==> src/hdl/sig_defines.svh <==
// constants for the signaling channel preprocessor: register offsets,
// control memory codes, command nibbles, status bits and reset values.
// assumes inclusion by bare name from every design file that needs it.
`ifndef SIG_DEFINES_SVH
`define SIG_DEFINES_SVH

// register offsets on the plain register port
`define REG_MEM_DATA      4'h0
`define REG_MEM_ADDR      4'h1
`define REG_MEM_CMD       4'h2
`define REG_MEM_RDBACK    4'h3
`define REG_INT_STATUS    4'h4
`define REG_INT_CLEAR     4'h5
`define REG_INT_ENABLE    4'h6
`define REG_FIFO_POP      4'h7
`define REG_FIFO_STATUS   4'h8
`define REG_LOOK_PERIOD   4'h9
`define REG_MODE          4'hA
`define REG_MEM_RDCODE    4'hB

// control memory codes
`define CM_CODE_SIG       4'hA
`define CM_CODE_IDLE      4'hB

// command register upper nibbles
`define CMD_WRITE_NIB     4'h7
`define CMD_READ_NIB      4'h4

// address fields: direction in the top bit, odd/even in the lowest
`define ADDR_DIR_BIT      7
`define ADDR_ODD_BIT      0

// mode register fields
`define MODE_EIGHT_BIT    0
`define MODE_HANDSHAKE    1

// interrupt status bits
`define INT_SIG_CHANGE    0
`define INT_FIFO_OVF      1

// reset, idle and fill values
`define RST_LOOK_PERIOD   8'h01
`define RST_MODE          8'h01
`define RST_BYTE          8'h00
`define IDLE_BYTE         8'hFF
`define SIX_BIT_FILL      2'h3

`endif

==> src/hdl/sig_pkg.sv <==
// types shared by the signaling channel preprocessor files.
// assumes sig_defines.svh supplies all numeric constants.
package sig_pkg;
   typedef logic [7:0] byte_t;
   typedef logic [3:0] code_t;
   typedef logic [3:0] reg_addr_t;

   // sequencer of control memory accesses
   typedef enum logic [3:0]
   {
      st_idle,
      st_host_wr,
      st_host_rd,
      st_host_rd_wait,
      st_dn_rd,
      st_dn_wait,
      st_up_rd_act,
      st_up_rd_stb,
      st_up_eval,
      st_up_wr_stb
   } seq_e;
endpackage

==> src/hdl/control_memory.sv <==
// control memory: one write port, one read port, registered read data.
// assumes a single clock; read data stand one cycle after the read enable.
`timescale 1ns/10ps
module control_memory
#(
   parameter int ADDR_W = 8,
   parameter int DATA_W = 12
)
(
   // clock
   input  wire logic              mclk,
   // write port
   input  wire logic              we,
   input  wire logic [ADDR_W-1:0] waddr,
   input  wire logic [DATA_W-1:0] wdata,
   // read port
   input  wire logic              re,
   input  wire logic [ADDR_W-1:0] raddr,
   output logic      [DATA_W-1:0] rdata
);
   logic [DATA_W-1:0] mem [0:(1<<ADDR_W)-1];

   initial
   begin
      if (ADDR_W < 1 || DATA_W < 1)
         $error("control_memory: bad width");
   end

   // no reset on the array: software initialises every location it uses
   always_ff @(posedge mclk)
   begin
      if (we)
         mem[waddr] <= wdata;
      if (re)
         rdata <= mem[raddr];
   end
endmodule

==> src/hdl/change_address_fifo.sv <==
// change address fifo: timeslot addresses of validated signaling changes.
// assumes a single clock; a push into a full fifo is dropped and flagged.
`timescale 1ns/10ps
module change_address_fifo
#(
   parameter int WIDTH = 8,
   parameter int DEPTH = 16
)
(
   // clock and reset
   input  wire logic             mclk,
   input  wire logic             rst,
   // fill side
   input  wire logic             push,
   input  wire logic [WIDTH-1:0] push_data,
   output logic                  overflow,
   // drain side
   input  wire logic             pop,
   output logic      [WIDTH-1:0] head,
   output logic                  not_empty,
   output logic                  full
);
   localparam int PW = $clog2(DEPTH);

   logic [WIDTH-1:0] store [0:DEPTH-1];
   logic [PW-1:0]    wptr;
   logic [PW-1:0]    rptr;
   logic [PW:0]      count;
   logic [PW-1:0]    next_wptr;
   logic [PW-1:0]    next_rptr;
   logic [PW:0]      next_count;
   logic             do_push;
   logic             do_pop;

   initial
   begin
      if (DEPTH < 2 || (1 << PW) != DEPTH)
         $error("change_address_fifo: depth must be a power of two");
   end

   // pointer arithmetic; power-of-two depth lets pointers wrap naturally
   always_comb
   begin
      do_pop     = pop && (count != '0);
      do_push    = push && (count != (PW+1)'(DEPTH));
      next_wptr  = do_push ? wptr + 1'b1 : wptr;
      next_rptr  = do_pop ? rptr + 1'b1 : rptr;
      next_count = count + (PW+1)'(do_push) - (PW+1)'(do_pop);
   end

   always_ff @(posedge mclk or posedge rst)
   begin
      if (rst)
      begin
         wptr      <= '0;
         rptr      <= '0;
         count     <= '0;
         overflow  <= 1'b0;
         not_empty <= 1'b0;
         full      <= 1'b0;
      end
      else
      begin
         wptr      <= next_wptr;
         rptr      <= next_rptr;
         count     <= next_count;
         overflow  <= push && !do_push;
         not_empty <= next_count != '0;
         full      <= next_count == (PW+1)'(DEPTH);
      end
   end

   // storage and registered head word
   always_ff @(posedge mclk)
   begin
      if (do_push)
         store[wptr] <= push_data;
      head <= store[next_rptr];
   end
endmodule

==> src/hdl/signaling_channel_preprocess.sv <==
// signaling channel preprocessor for timeslot pairs of the line interface.
// assumes line-side strobes come from logic on mclk, so they are not resynchronised,
// and that the line side spaces its slot strobes at least eight cycles apart.
// Functional notes
// - in the 8-bit scheme the even slot of a pair is an 8-bit feature control channel.
// - in the 8-bit scheme the odd slot of a pair is an 8-bit signaling channel.
// - the feature channel goes to the monitor/feature handler in its chosen protocol.
// - the host reads and writes the signaling field through the control memory.
// - each valid upstream change raises an interrupt and queues the slot address.
// - changes are validated by double last-look sampling with a programmable period.
// - 8-bit codes: down even 1010 with data, down odd 1011, up even/odd 1011 actual/stable.
// - address top bit picks upstream (1) or downstream (0), low bit odd (1) or even (0).
// - a command with upper nibble 0111 writes its low nibble code plus pending data.
// - the even upstream location keeps last frame's value; stable moves on validation.
// - a change of the stable value sets the line interface interrupt status flag.
`timescale 1ns/10ps
`include "sig_defines.svh"
module signaling_channel_preprocess
#(
   parameter int FIFO_DEPTH = 16
)
(
   // clock and reset
   input  wire logic              mclk,
   input  wire logic              rst,
   // register port
   input  wire sig_pkg::reg_addr_t reg_addr,
   input  wire sig_pkg::byte_t    reg_wdata,
   input  wire logic              reg_wr,
   input  wire logic              reg_rd,
   output sig_pkg::byte_t         reg_rdata,
   output logic                   irq,
   // line interface, upstream slot strobe
   input  wire logic              frame_sync,
   input  wire logic              up_valid,
   input  wire logic [6:0]        up_slot,
   input  wire sig_pkg::byte_t    up_byte,
   // line interface, downstream slot request
   input  wire logic              dn_req,
   input  wire logic [6:0]        dn_slot,
   output logic                   dn_valid,
   output sig_pkg::byte_t         dn_byte,
   // monitor/feature handler
   input  wire sig_pkg::byte_t    mf_dn_byte,
   input  wire logic [1:0]        mf_dn_mrmx,
   output logic                   mf_up_valid,
   output sig_pkg::byte_t         mf_up_byte,
   output logic                   mf_handshake
);
   import sig_pkg::*;

   // register state
   byte_t       mem_data;
   byte_t       mem_addr;
   byte_t       rdback;
   code_t       rdcode;
   logic [1:0]  int_status;
   logic [1:0]  int_enable;
   byte_t       look_period;
   byte_t       mode;
   logic        cmd_pend;
   logic        cmd_is_wr;
   code_t       cmd_code;
   // sequencer state
   seq_e        state;
   logic        up_pend;
   logic [6:0]  up_slot_q;
   byte_t       up_byte_q;
   logic        dn_pend;
   logic [6:0]  dn_slot_q;
   logic [11:0] act_word;
   // last-look sampling
   byte_t       frame_cnt;
   logic        sample_frame;
   // next values
   seq_e        next_state;
   logic        next_up_pend;
   logic        next_dn_pend;
   logic        next_cmd_pend;
   logic [11:0] next_act_word;
   byte_t       next_rdback;
   code_t       next_rdcode;
   logic        next_dn_valid;
   byte_t       next_dn_byte;
   logic        next_mf_up_valid;
   byte_t       next_mf_up_byte;
   logic        next_change;
   // memory and fifo wiring
   logic        mem_we;
   logic [7:0]  mem_waddr;
   logic [11:0] mem_wdata;
   logic        mem_re;
   logic [7:0]  mem_raddr;
   logic [11:0] mem_q;
   logic        fifo_pop;
   byte_t       fifo_head;
   logic        fifo_ne;
   logic        fifo_full;
   logic        fifo_ovf;
   logic        eight_bit;
   byte_t       sig_new;
   byte_t       sig_mask;
   code_t       up_code;

   initial
   begin
      if (FIFO_DEPTH < 2)
         $error("signaling_channel_preprocess: fifo too shallow");
   end

   // builds a control memory address from direction and slot
   function automatic logic [7:0] cm_index(input logic up, input logic [6:0] slot);
      cm_index = {up, slot};
   endfunction

   control_memory #(.ADDR_W(8), .DATA_W(12)) u_cm
   (
      .mclk  (mclk),
      .we    (mem_we),
      .waddr (mem_waddr),
      .wdata (mem_wdata),
      .re    (mem_re),
      .raddr (mem_raddr),
      .rdata (mem_q)
   );

   change_address_fifo #(.WIDTH(8), .DEPTH(FIFO_DEPTH)) u_fifo
   (
      .mclk      (mclk),
      .rst       (rst),
      .push      (next_change),
      .push_data (cm_index(1'b1, up_slot_q)),
      .overflow  (fifo_ovf),
      .pop       (fifo_pop),
      .head      (fifo_head),
      .not_empty (fifo_ne),
      .full      (fifo_full)
   );

   assign eight_bit = mode[`MODE_EIGHT_BIT];
   assign fifo_pop  = reg_rd && reg_addr == `REG_FIFO_POP;

   // scheme dependent view of the upstream signaling bits
   always_comb
   begin
      sig_mask = eight_bit ? `IDLE_BYTE : {6'h3F, 2'h0};
      sig_new  = up_byte_q & sig_mask;
      up_code  = eight_bit ? `CM_CODE_IDLE : `CM_CODE_SIG;
   end

   // control memory sequencer: host write first, then upstream, downstream, host read
   always_comb
   begin
      next_state       = state;
      next_up_pend     = up_pend || (up_valid && up_slot[`ADDR_ODD_BIT]);
      next_dn_pend     = dn_pend || dn_req;
      next_cmd_pend    = cmd_pend;
      next_act_word    = act_word;
      next_rdback      = rdback;
      next_rdcode      = rdcode;
      next_dn_valid    = 1'b0;
      next_dn_byte     = dn_byte;
      next_mf_up_valid = 1'b0;
      next_mf_up_byte  = mf_up_byte;
      next_change      = 1'b0;
      mem_we           = 1'b0;
      mem_waddr        = mem_addr;
      mem_wdata        = {cmd_code, mem_data};
      mem_re           = 1'b0;
      mem_raddr        = mem_addr;
      // even upstream slot carries monitor or feature data straight to the handler
      if (up_valid && !up_slot[`ADDR_ODD_BIT])
      begin
         next_mf_up_valid = 1'b1;
         next_mf_up_byte  = up_byte;
      end
      unique case (state)
         st_idle:
         begin
            if (cmd_pend && cmd_is_wr)
               next_state = st_host_wr;
            else if (up_pend)
               next_state = st_up_rd_act;
            else if (dn_pend)
               next_state = st_dn_rd;
            else if (cmd_pend)
               next_state = st_host_rd;
         end
         st_host_wr:
         begin
            mem_we        = 1'b1;
            next_cmd_pend = 1'b0;
            next_state    = st_idle;
         end
         st_host_rd:
         begin
            mem_re        = 1'b1;
            next_cmd_pend = 1'b0;
            next_state    = st_host_rd_wait;
         end
         st_host_rd_wait:
         begin
            next_rdback = mem_q[7:0];
            next_rdcode = mem_q[11:8];
            next_state  = st_idle;
         end
         st_dn_rd:
         begin
            // signaling byte always lives in the downstream even location
            mem_re       = 1'b1;
            mem_raddr    = cm_index(1'b0, {dn_slot_q[6:1], 1'b0});
            next_dn_pend = 1'b0;
            next_state   = st_dn_wait;
         end
         st_dn_wait:
         begin
            next_dn_valid = 1'b1;
            if (!dn_slot_q[`ADDR_ODD_BIT])
               next_dn_byte = mf_dn_byte;
            else if (mem_q[11:8] != `CM_CODE_SIG)
               next_dn_byte = `IDLE_BYTE;
            else if (eight_bit)
               next_dn_byte = mem_q[7:0];
            else
               next_dn_byte = {mem_q[7:2], mf_dn_mrmx};
            next_state = st_idle;
         end
         st_up_rd_act:
         begin
            mem_re     = 1'b1;
            mem_raddr  = cm_index(1'b1, {up_slot_q[6:1], 1'b0});
            next_state = st_up_rd_stb;
         end
         st_up_rd_stb:
         begin
            mem_re        = 1'b1;
            mem_raddr     = cm_index(1'b1, up_slot_q);
            next_act_word = mem_q;
            next_state    = st_up_eval;
         end
         st_up_eval:
         begin
            // actual value follows every frame; code field kept as programmed
            mem_we       = act_word[11:8] == up_code;
            mem_waddr    = cm_index(1'b1, {up_slot_q[6:1], 1'b0});
            mem_wdata    = {act_word[11:8], sig_new};
            next_up_pend = 1'b0;
            next_state   = st_idle;
            // double last look: same value in two frames, on a sampling frame
            if (mem_q[11:8] == up_code && sample_frame
                && sig_new == (act_word[7:0] & sig_mask)
                && sig_new != (mem_q[7:0] & sig_mask))
               next_state = st_up_wr_stb;
         end
         st_up_wr_stb:
         begin
            mem_we      = 1'b1;
            mem_waddr   = cm_index(1'b1, up_slot_q);
            mem_wdata   = {up_code, sig_new};
            next_change = 1'b1;
            next_state  = st_idle;
         end
      endcase
   end

   always_ff @(posedge mclk or posedge rst)
   begin
      if (rst)
      begin
         state       <= st_idle;
         up_pend     <= 1'b0;
         dn_pend     <= 1'b0;
         act_word    <= '0;
         rdback      <= `RST_BYTE;
         rdcode      <= '0;
         dn_valid    <= 1'b0;
         dn_byte     <= `RST_BYTE;
         mf_up_valid <= 1'b0;
         mf_up_byte  <= `RST_BYTE;
         up_slot_q   <= '0;
         up_byte_q   <= `RST_BYTE;
         dn_slot_q   <= '0;
      end
      else
      begin
         state       <= next_state;
         up_pend     <= next_up_pend;
         dn_pend     <= next_dn_pend;
         act_word    <= next_act_word;
         rdback      <= next_rdback;
         rdcode      <= next_rdcode;
         dn_valid    <= next_dn_valid;
         dn_byte     <= next_dn_byte;
         mf_up_valid <= next_mf_up_valid;
         mf_up_byte  <= next_mf_up_byte;
         // a new strobe only lands while the previous one is done
         if (up_valid && up_slot[`ADDR_ODD_BIT] && !up_pend)
         begin
            up_slot_q <= up_slot;
            up_byte_q <= up_byte;
         end
         if (dn_req && !dn_pend)
            dn_slot_q <= dn_slot;
      end
   end

   // sampling period counter in frames; zero behaves as one
   always_ff @(posedge mclk or posedge rst)
   begin
      if (rst)
      begin
         frame_cnt    <= `RST_BYTE;
         sample_frame <= 1'b0;
      end
      else if (frame_sync)
      begin
         if (frame_cnt + 8'h01 >= look_period)
         begin
            frame_cnt    <= `RST_BYTE;
            sample_frame <= 1'b1;
         end
         else
         begin
            frame_cnt    <= frame_cnt + 8'h01;
            sample_frame <= 1'b0;
         end
      end
   end

   // register file; status set wins over a clear in the same cycle
   always_ff @(posedge mclk or posedge rst)
   begin
      if (rst)
      begin
         mem_data     <= `RST_BYTE;
         mem_addr     <= `RST_BYTE;
         cmd_pend     <= 1'b0;
         cmd_is_wr    <= 1'b0;
         cmd_code     <= '0;
         int_status   <= '0;
         int_enable   <= '0;
         look_period  <= `RST_LOOK_PERIOD;
         mode         <= `RST_MODE;
         mf_handshake <= 1'b0;
         irq          <= 1'b0;
         reg_rdata    <= `RST_BYTE;
      end
      else
      begin
         cmd_pend <= next_cmd_pend;
         if (reg_wr)
         begin
            unique case (reg_addr)
               `REG_MEM_DATA:    mem_data    <= reg_wdata;
               `REG_MEM_ADDR:    mem_addr    <= reg_wdata;
               `REG_INT_ENABLE:  int_enable  <= reg_wdata[1:0];
               `REG_LOOK_PERIOD: look_period <= reg_wdata;
               `REG_MODE:        mode        <= reg_wdata;
               default:          ;
            endcase
            // the command write is what triggers the memory update
            if (reg_addr == `REG_MEM_CMD && !next_cmd_pend
                && (reg_wdata[7:4] == `CMD_WRITE_NIB || reg_wdata[7:4] == `CMD_READ_NIB))
            begin
               cmd_pend  <= 1'b1;
               cmd_is_wr <= reg_wdata[7:4] == `CMD_WRITE_NIB;
               cmd_code  <= reg_wdata[3:0];
            end
         end
         int_status[`INT_SIG_CHANGE] <= next_change || (int_status[`INT_SIG_CHANGE]
            && !(reg_wr && reg_addr == `REG_INT_CLEAR && reg_wdata[`INT_SIG_CHANGE]));
         int_status[`INT_FIFO_OVF] <= fifo_ovf || (int_status[`INT_FIFO_OVF]
            && !(reg_wr && reg_addr == `REG_INT_CLEAR && reg_wdata[`INT_FIFO_OVF]));
         mf_handshake <= mode[`MODE_HANDSHAKE];
         irq          <= |(int_status & int_enable);
         reg_rdata    <= `RST_BYTE;
         if (reg_rd)
         begin
            unique case (reg_addr)
               `REG_MEM_DATA:    reg_rdata <= mem_data;
               `REG_MEM_ADDR:    reg_rdata <= mem_addr;
               `REG_MEM_CMD:     reg_rdata <= {7'h00, cmd_pend};
               `REG_MEM_RDBACK:  reg_rdata <= rdback;
               `REG_MEM_RDCODE:  reg_rdata <= {4'h0, rdcode};
               `REG_INT_STATUS:  reg_rdata <= {6'h00, int_status};
               `REG_INT_ENABLE:  reg_rdata <= {6'h00, int_enable};
               `REG_FIFO_POP:    reg_rdata <= fifo_ne ? fifo_head : `IDLE_BYTE;
               `REG_FIFO_STATUS: reg_rdata <= {6'h00, fifo_full, fifo_ne};
               `REG_LOOK_PERIOD: reg_rdata <= look_period;
               `REG_MODE:        reg_rdata <= mode;
               default:          reg_rdata <= `RST_BYTE;
            endcase
         end
      end
   end
endmodule

==> config.mk <==
export PLATFORM = sky130hd
export DESIGN_NAME = signaling_channel_preprocess
export DESIGN_NICKNAME = d
export VERILOG_FILES = /design/src/hdl/sig_pkg.sv /design/src/hdl/control_memory.sv /design/src/hdl/change_address_fifo.sv /design/src/hdl/signaling_channel_preprocess.sv
export VERILOG_INCLUDE_DIRS = /design/src /design/src/hdl
export SDC_FILE = /design/constraint.sdc
export NUM_CORES = 2
export LEC_CHECK = 0
export BUFFER_PORTS_ARGS = -buffer_cell sky130_fd_sc_hd__buf_2
export CAP_MARGIN = 10
export CORE_UTILIZATION = 45
export DETAILED_ROUTE_END_ITERATION = 10
export PLACE_DENSITY = 0.71
export SETUP_SLACK_MARGIN = 0.1
export SLEW_MARGIN = 40
export SYNTH_ARGS = -nofsm -noshare
export SYNTH_HDL_FRONTEND = slang
export SYNTH_SLANG_ARGS = --single-unit
export TNS_END_PERCENT = 5
==> constraint.sdc <==
create_clock -name mclk -period 15.6 [get_ports mclk]
set_input_delay 3.12 -clock mclk [delete_from_list [all_inputs] [get_ports mclk]]
set_output_delay 3.12 -clock mclk [all_outputs]
set_load 0.02 [all_outputs]
==> impl_metrics.yaml <==
timing:
  setup_tns_ns: 0
  relSlewSlack_pct: 37.1
  clock_skew_ns: 0.0737
  final_hold_viol_count: 0
  rsz0062_at_grt: "false"
  worst_slew_pin_slew_ns: 0.939
  post-route-min-period_ns: 6.37
  fin_crit_sh_pct: 40.8
  fmax_ghz: 0.157
  setup_violations: 0
  worst_slack_ns: 9.23
  maxSlewViolCount: 0
placement:
  routabilityCongestion: 0.894
  io_buffer_count: 78
  hpwlAfterDp_um: 212000
  pre_cts_slack_ns: 9.36
floorplan:
  die_area_sq_um: 299000
  row_count: 199
  die_x_um: 547
  placeableCoreArea_sq_um: 295000
  start_util_pct: 45.4
  die_height_um: 547
  ios: 79
synthesis:
  post-synth-top-area-cell: "edfxtp_1"
  ys_ff_latch: 3350
  syn-num-nets: 9446
  yosysMostFrequentCell: "edfxtp_1"
  synthMuxAreaShare_pct: 4.03
  synth_adder_area_share_pct: 0.202
  synth_edf_count: 3196
  synth_compound_area_share_pct: 7.05
  synthesis.area_sq_um: 134000
  ys_top_cells_by_count: "edfxtp_1 (3196), nand2_1 (1944), nand3_1 (558)"
  yosysWarnings: 0
  synth_top_cell_area_share_pct: 71.8
  synth_area_leaders: "edfxtp_1 (72%), nand2_1 (5.5%), dfrtp_1 (2.7%)"
  syn_area_per_cell_sq_um: 14.3
  async_flop_share_pct: 4.39
  synthCells: 9374
  synth.yosys.seq_area_share_pct: 74.7
  ys_types: 83
  synth_xor_area_share_pct: 0.229
  synth_top_flop_cell: "edfxtp_1"
  yosys.area_share.simple_pct: 11.5
  synth_top_family_by_area: "simple AND/OR/NAND/NOR gates"
drt:
  dr.max_layer_used: "met5"
  wl_met2_um: 170000
  drc: 0
  post_drt_wl_per_cell_um: 27.3
  met3_length_um: 45000
  vias_per_cell: 6.13
  routed_wl_um: 370000
  drt-pass1-iter-count: 9
  drtIter0Drc: 12100
  vias: 83100
  drt-met1-wl_um: 140000
  ant_nets: 0
cts:
  numCtsBuffers: 336
  clk_pin_slew_ns: 0.06
  cts_hold_buf: 0
  htree_levels: 5
  clk_latency_ns: 0.92
  post_cts_resized: 0
  cts.root.buffer_cell: "clkbuf_16"
  max-clock-path-buffers: 4
  cts_sinks: 3350
  post_cts_buffers: 0
  cts_tree: "built"
global_route:
  grt_max_degree: 147
  grt-ovfl-total: 0
  grt_pass1_wl_um: 539000
  grt_pass1_vias: 79600
  gr-usage-all-layers_pct: 24.1
  antenna_found_initial: 19
setup_path:
  setup.worst_path.class: "flip-flop to flip-flop"
  crit_fanout: 138
  end_kind: "flip-flop"
  required_ns: 16.22
  start_kind: "flip-flop"
  crit_arrival_ns: 6.99
finish:
  syn2layout_area_growth_pct: 11.9
  seq_area_sq_um: 99800
  multi_input_area_sq_um: 31800
  nFillCells: 23700
  drive_above_1_share_pct: 12.5
  fin_nets: 9449
pwr:
  vdd_ir_drop_max_mv: 0.293
  p_leak_nw: 49.9
  p_per_area_nw_per_um2: 194
outcome:
  status: "finished clean"
min_path:
  holdCritPathClass: "flip-flop to flip-flop"
flow_run:
  drv_cap: 0
## layout by cell type, fill, tap and decap left out, drive strengths merged, types with 22 or more instances in the layout
cell type  Yosys  final
mux2          86     86
and2          25     25
mux2i        360    360
dfrtp        145    145
nand3b        40     40
a21oi        171    171
buf          336    311
nand2       1945   1945
a221oi        23     23
o22ai         59     59
mux4          36     36
nand3        558    558
nand4         77     77
clkbuf       310    422
nor3          22     22
edfxtp      3196   3196
a211oi       399    399
a31oi        251    251
clkinv         0    126
and3         361    361
nor4          63     63
nor2         330    330
a41oi         39     39
a22oi         30     30
a32oi        166    166
o21ai        140    140
inv           39     51
## worst max-delay path, stage by stage, from the launching register on
cell       delay [ns]
dfrtp_1          0.74
nand2b_1         0.36
a21oi_4          0.16
nand2_8          0.48
buf_4            0.76
buf_6            0.66
buf_12           0.54
mux2i_1          0.29
a32oi_1          0.10
nand4_1          0.20
a41oi_1          0.35
a2111oi_1        0.89
nand4_1          0.14
## through the flow
stage                     hold slack, ns  instances  power [mW]  cell area [sq um]  utilization [%]
final                              0.423      13500        29.0             150000             50.8
after global routing               0.433      13500        29.9             150000             50.8
after CTS                          0.419      13500        28.8             149000             50.7
after detailed placement           0.405      13000        21.2             139000             47.2
after global placement             0.409      12900        20.9             138000             46.9
after floorplan                    0.364       9374        17.6             134000                -
## final cells by class
type / instances / area share, %
Antenna cell: 3 / 0.00502
Timing Repair Buffer: 311 / 1.80
Sequential cell: 3350 / 66.7
Multi-Input combinational cell: 5339 / 21.2
Inverter: 39 / 0.103
Tap cell: 3919 / 3.28
Clock inverter: 165 / 0.895
Clock buffer: 422 / 5.96
## state kept, by name, indices dropped and copies added, names as in the netlist, 4 cells and up
name / flops
u_cm.mem: 3072
u_fifo.store: 112
act_word: 12
u_cm.rdata: 12
dn_byte: 8
frame_cnt: 8
look_period: 8
mem_addr: 8
mem_data: 8
mf_up_byte: 8
mode: 8
rdback: 8
reg_rdata: 8
up_byte_q: 8
dn_slot_q: 7
u_fifo.head: 7
up_slot_q: 7
u_fifo.count: 5
cmd_code: 4
rdcode: 4
state: 4
u_fifo.rptr: 4
u_fifo.wptr: 4
## kinds of logic (layout without fill, tap and decap cells)
family | count (synthesis) | in the layout
xor+xnor | 35 | 35
flops | 3350 | 3350
fa+ha+maj | 21 | 21
other cells | 0 | 3
mux | 482 | 482
compound gates | 1339 | 1339
simple gates | 3462 | 3462
buf+inv | 685 | 937
## worst paths after layout
| check | start | slack [ns] | cells past startpoint | end |
|---|---|---|---|---|
| max | state[3] | 9.23 | 12 | u_cm.rdata[0] |
| min | mode[1] | 0.42 | 0 | mf_handshake |
| max reg2reg | state[3] | 9.23 | 12 | u_cm.rdata[0] |
| min reg2reg | mode[1] | 0.42 | 0 | mf_handshake |
| max in group asynchronous | rst | 12.27 | 3 | u_fifo.wptr[2] |
| min in group asynchronous | rst | 2.30 | 2 | up_pend |
## per-layer routing
layer / up-vias / track usage (%)
met1: 41600 / 32.8
met3: 799 / 5.50
met5: - / 0
li1: 35600 / -
met2: 5050 / 37.8
met4: 14 / 9.40
## power by group
| part | switching, mW | internal, mW | total, mW |
|---|---|---|---|
| sequential | 0.265 | 10.7 | 10.9 |
| clock | 3.35 | 4.31 | 7.66 |
| combinational | 7.61 | 2.79 | 10.4 |
Note: power is estimated with default switching activity, not from simulation.
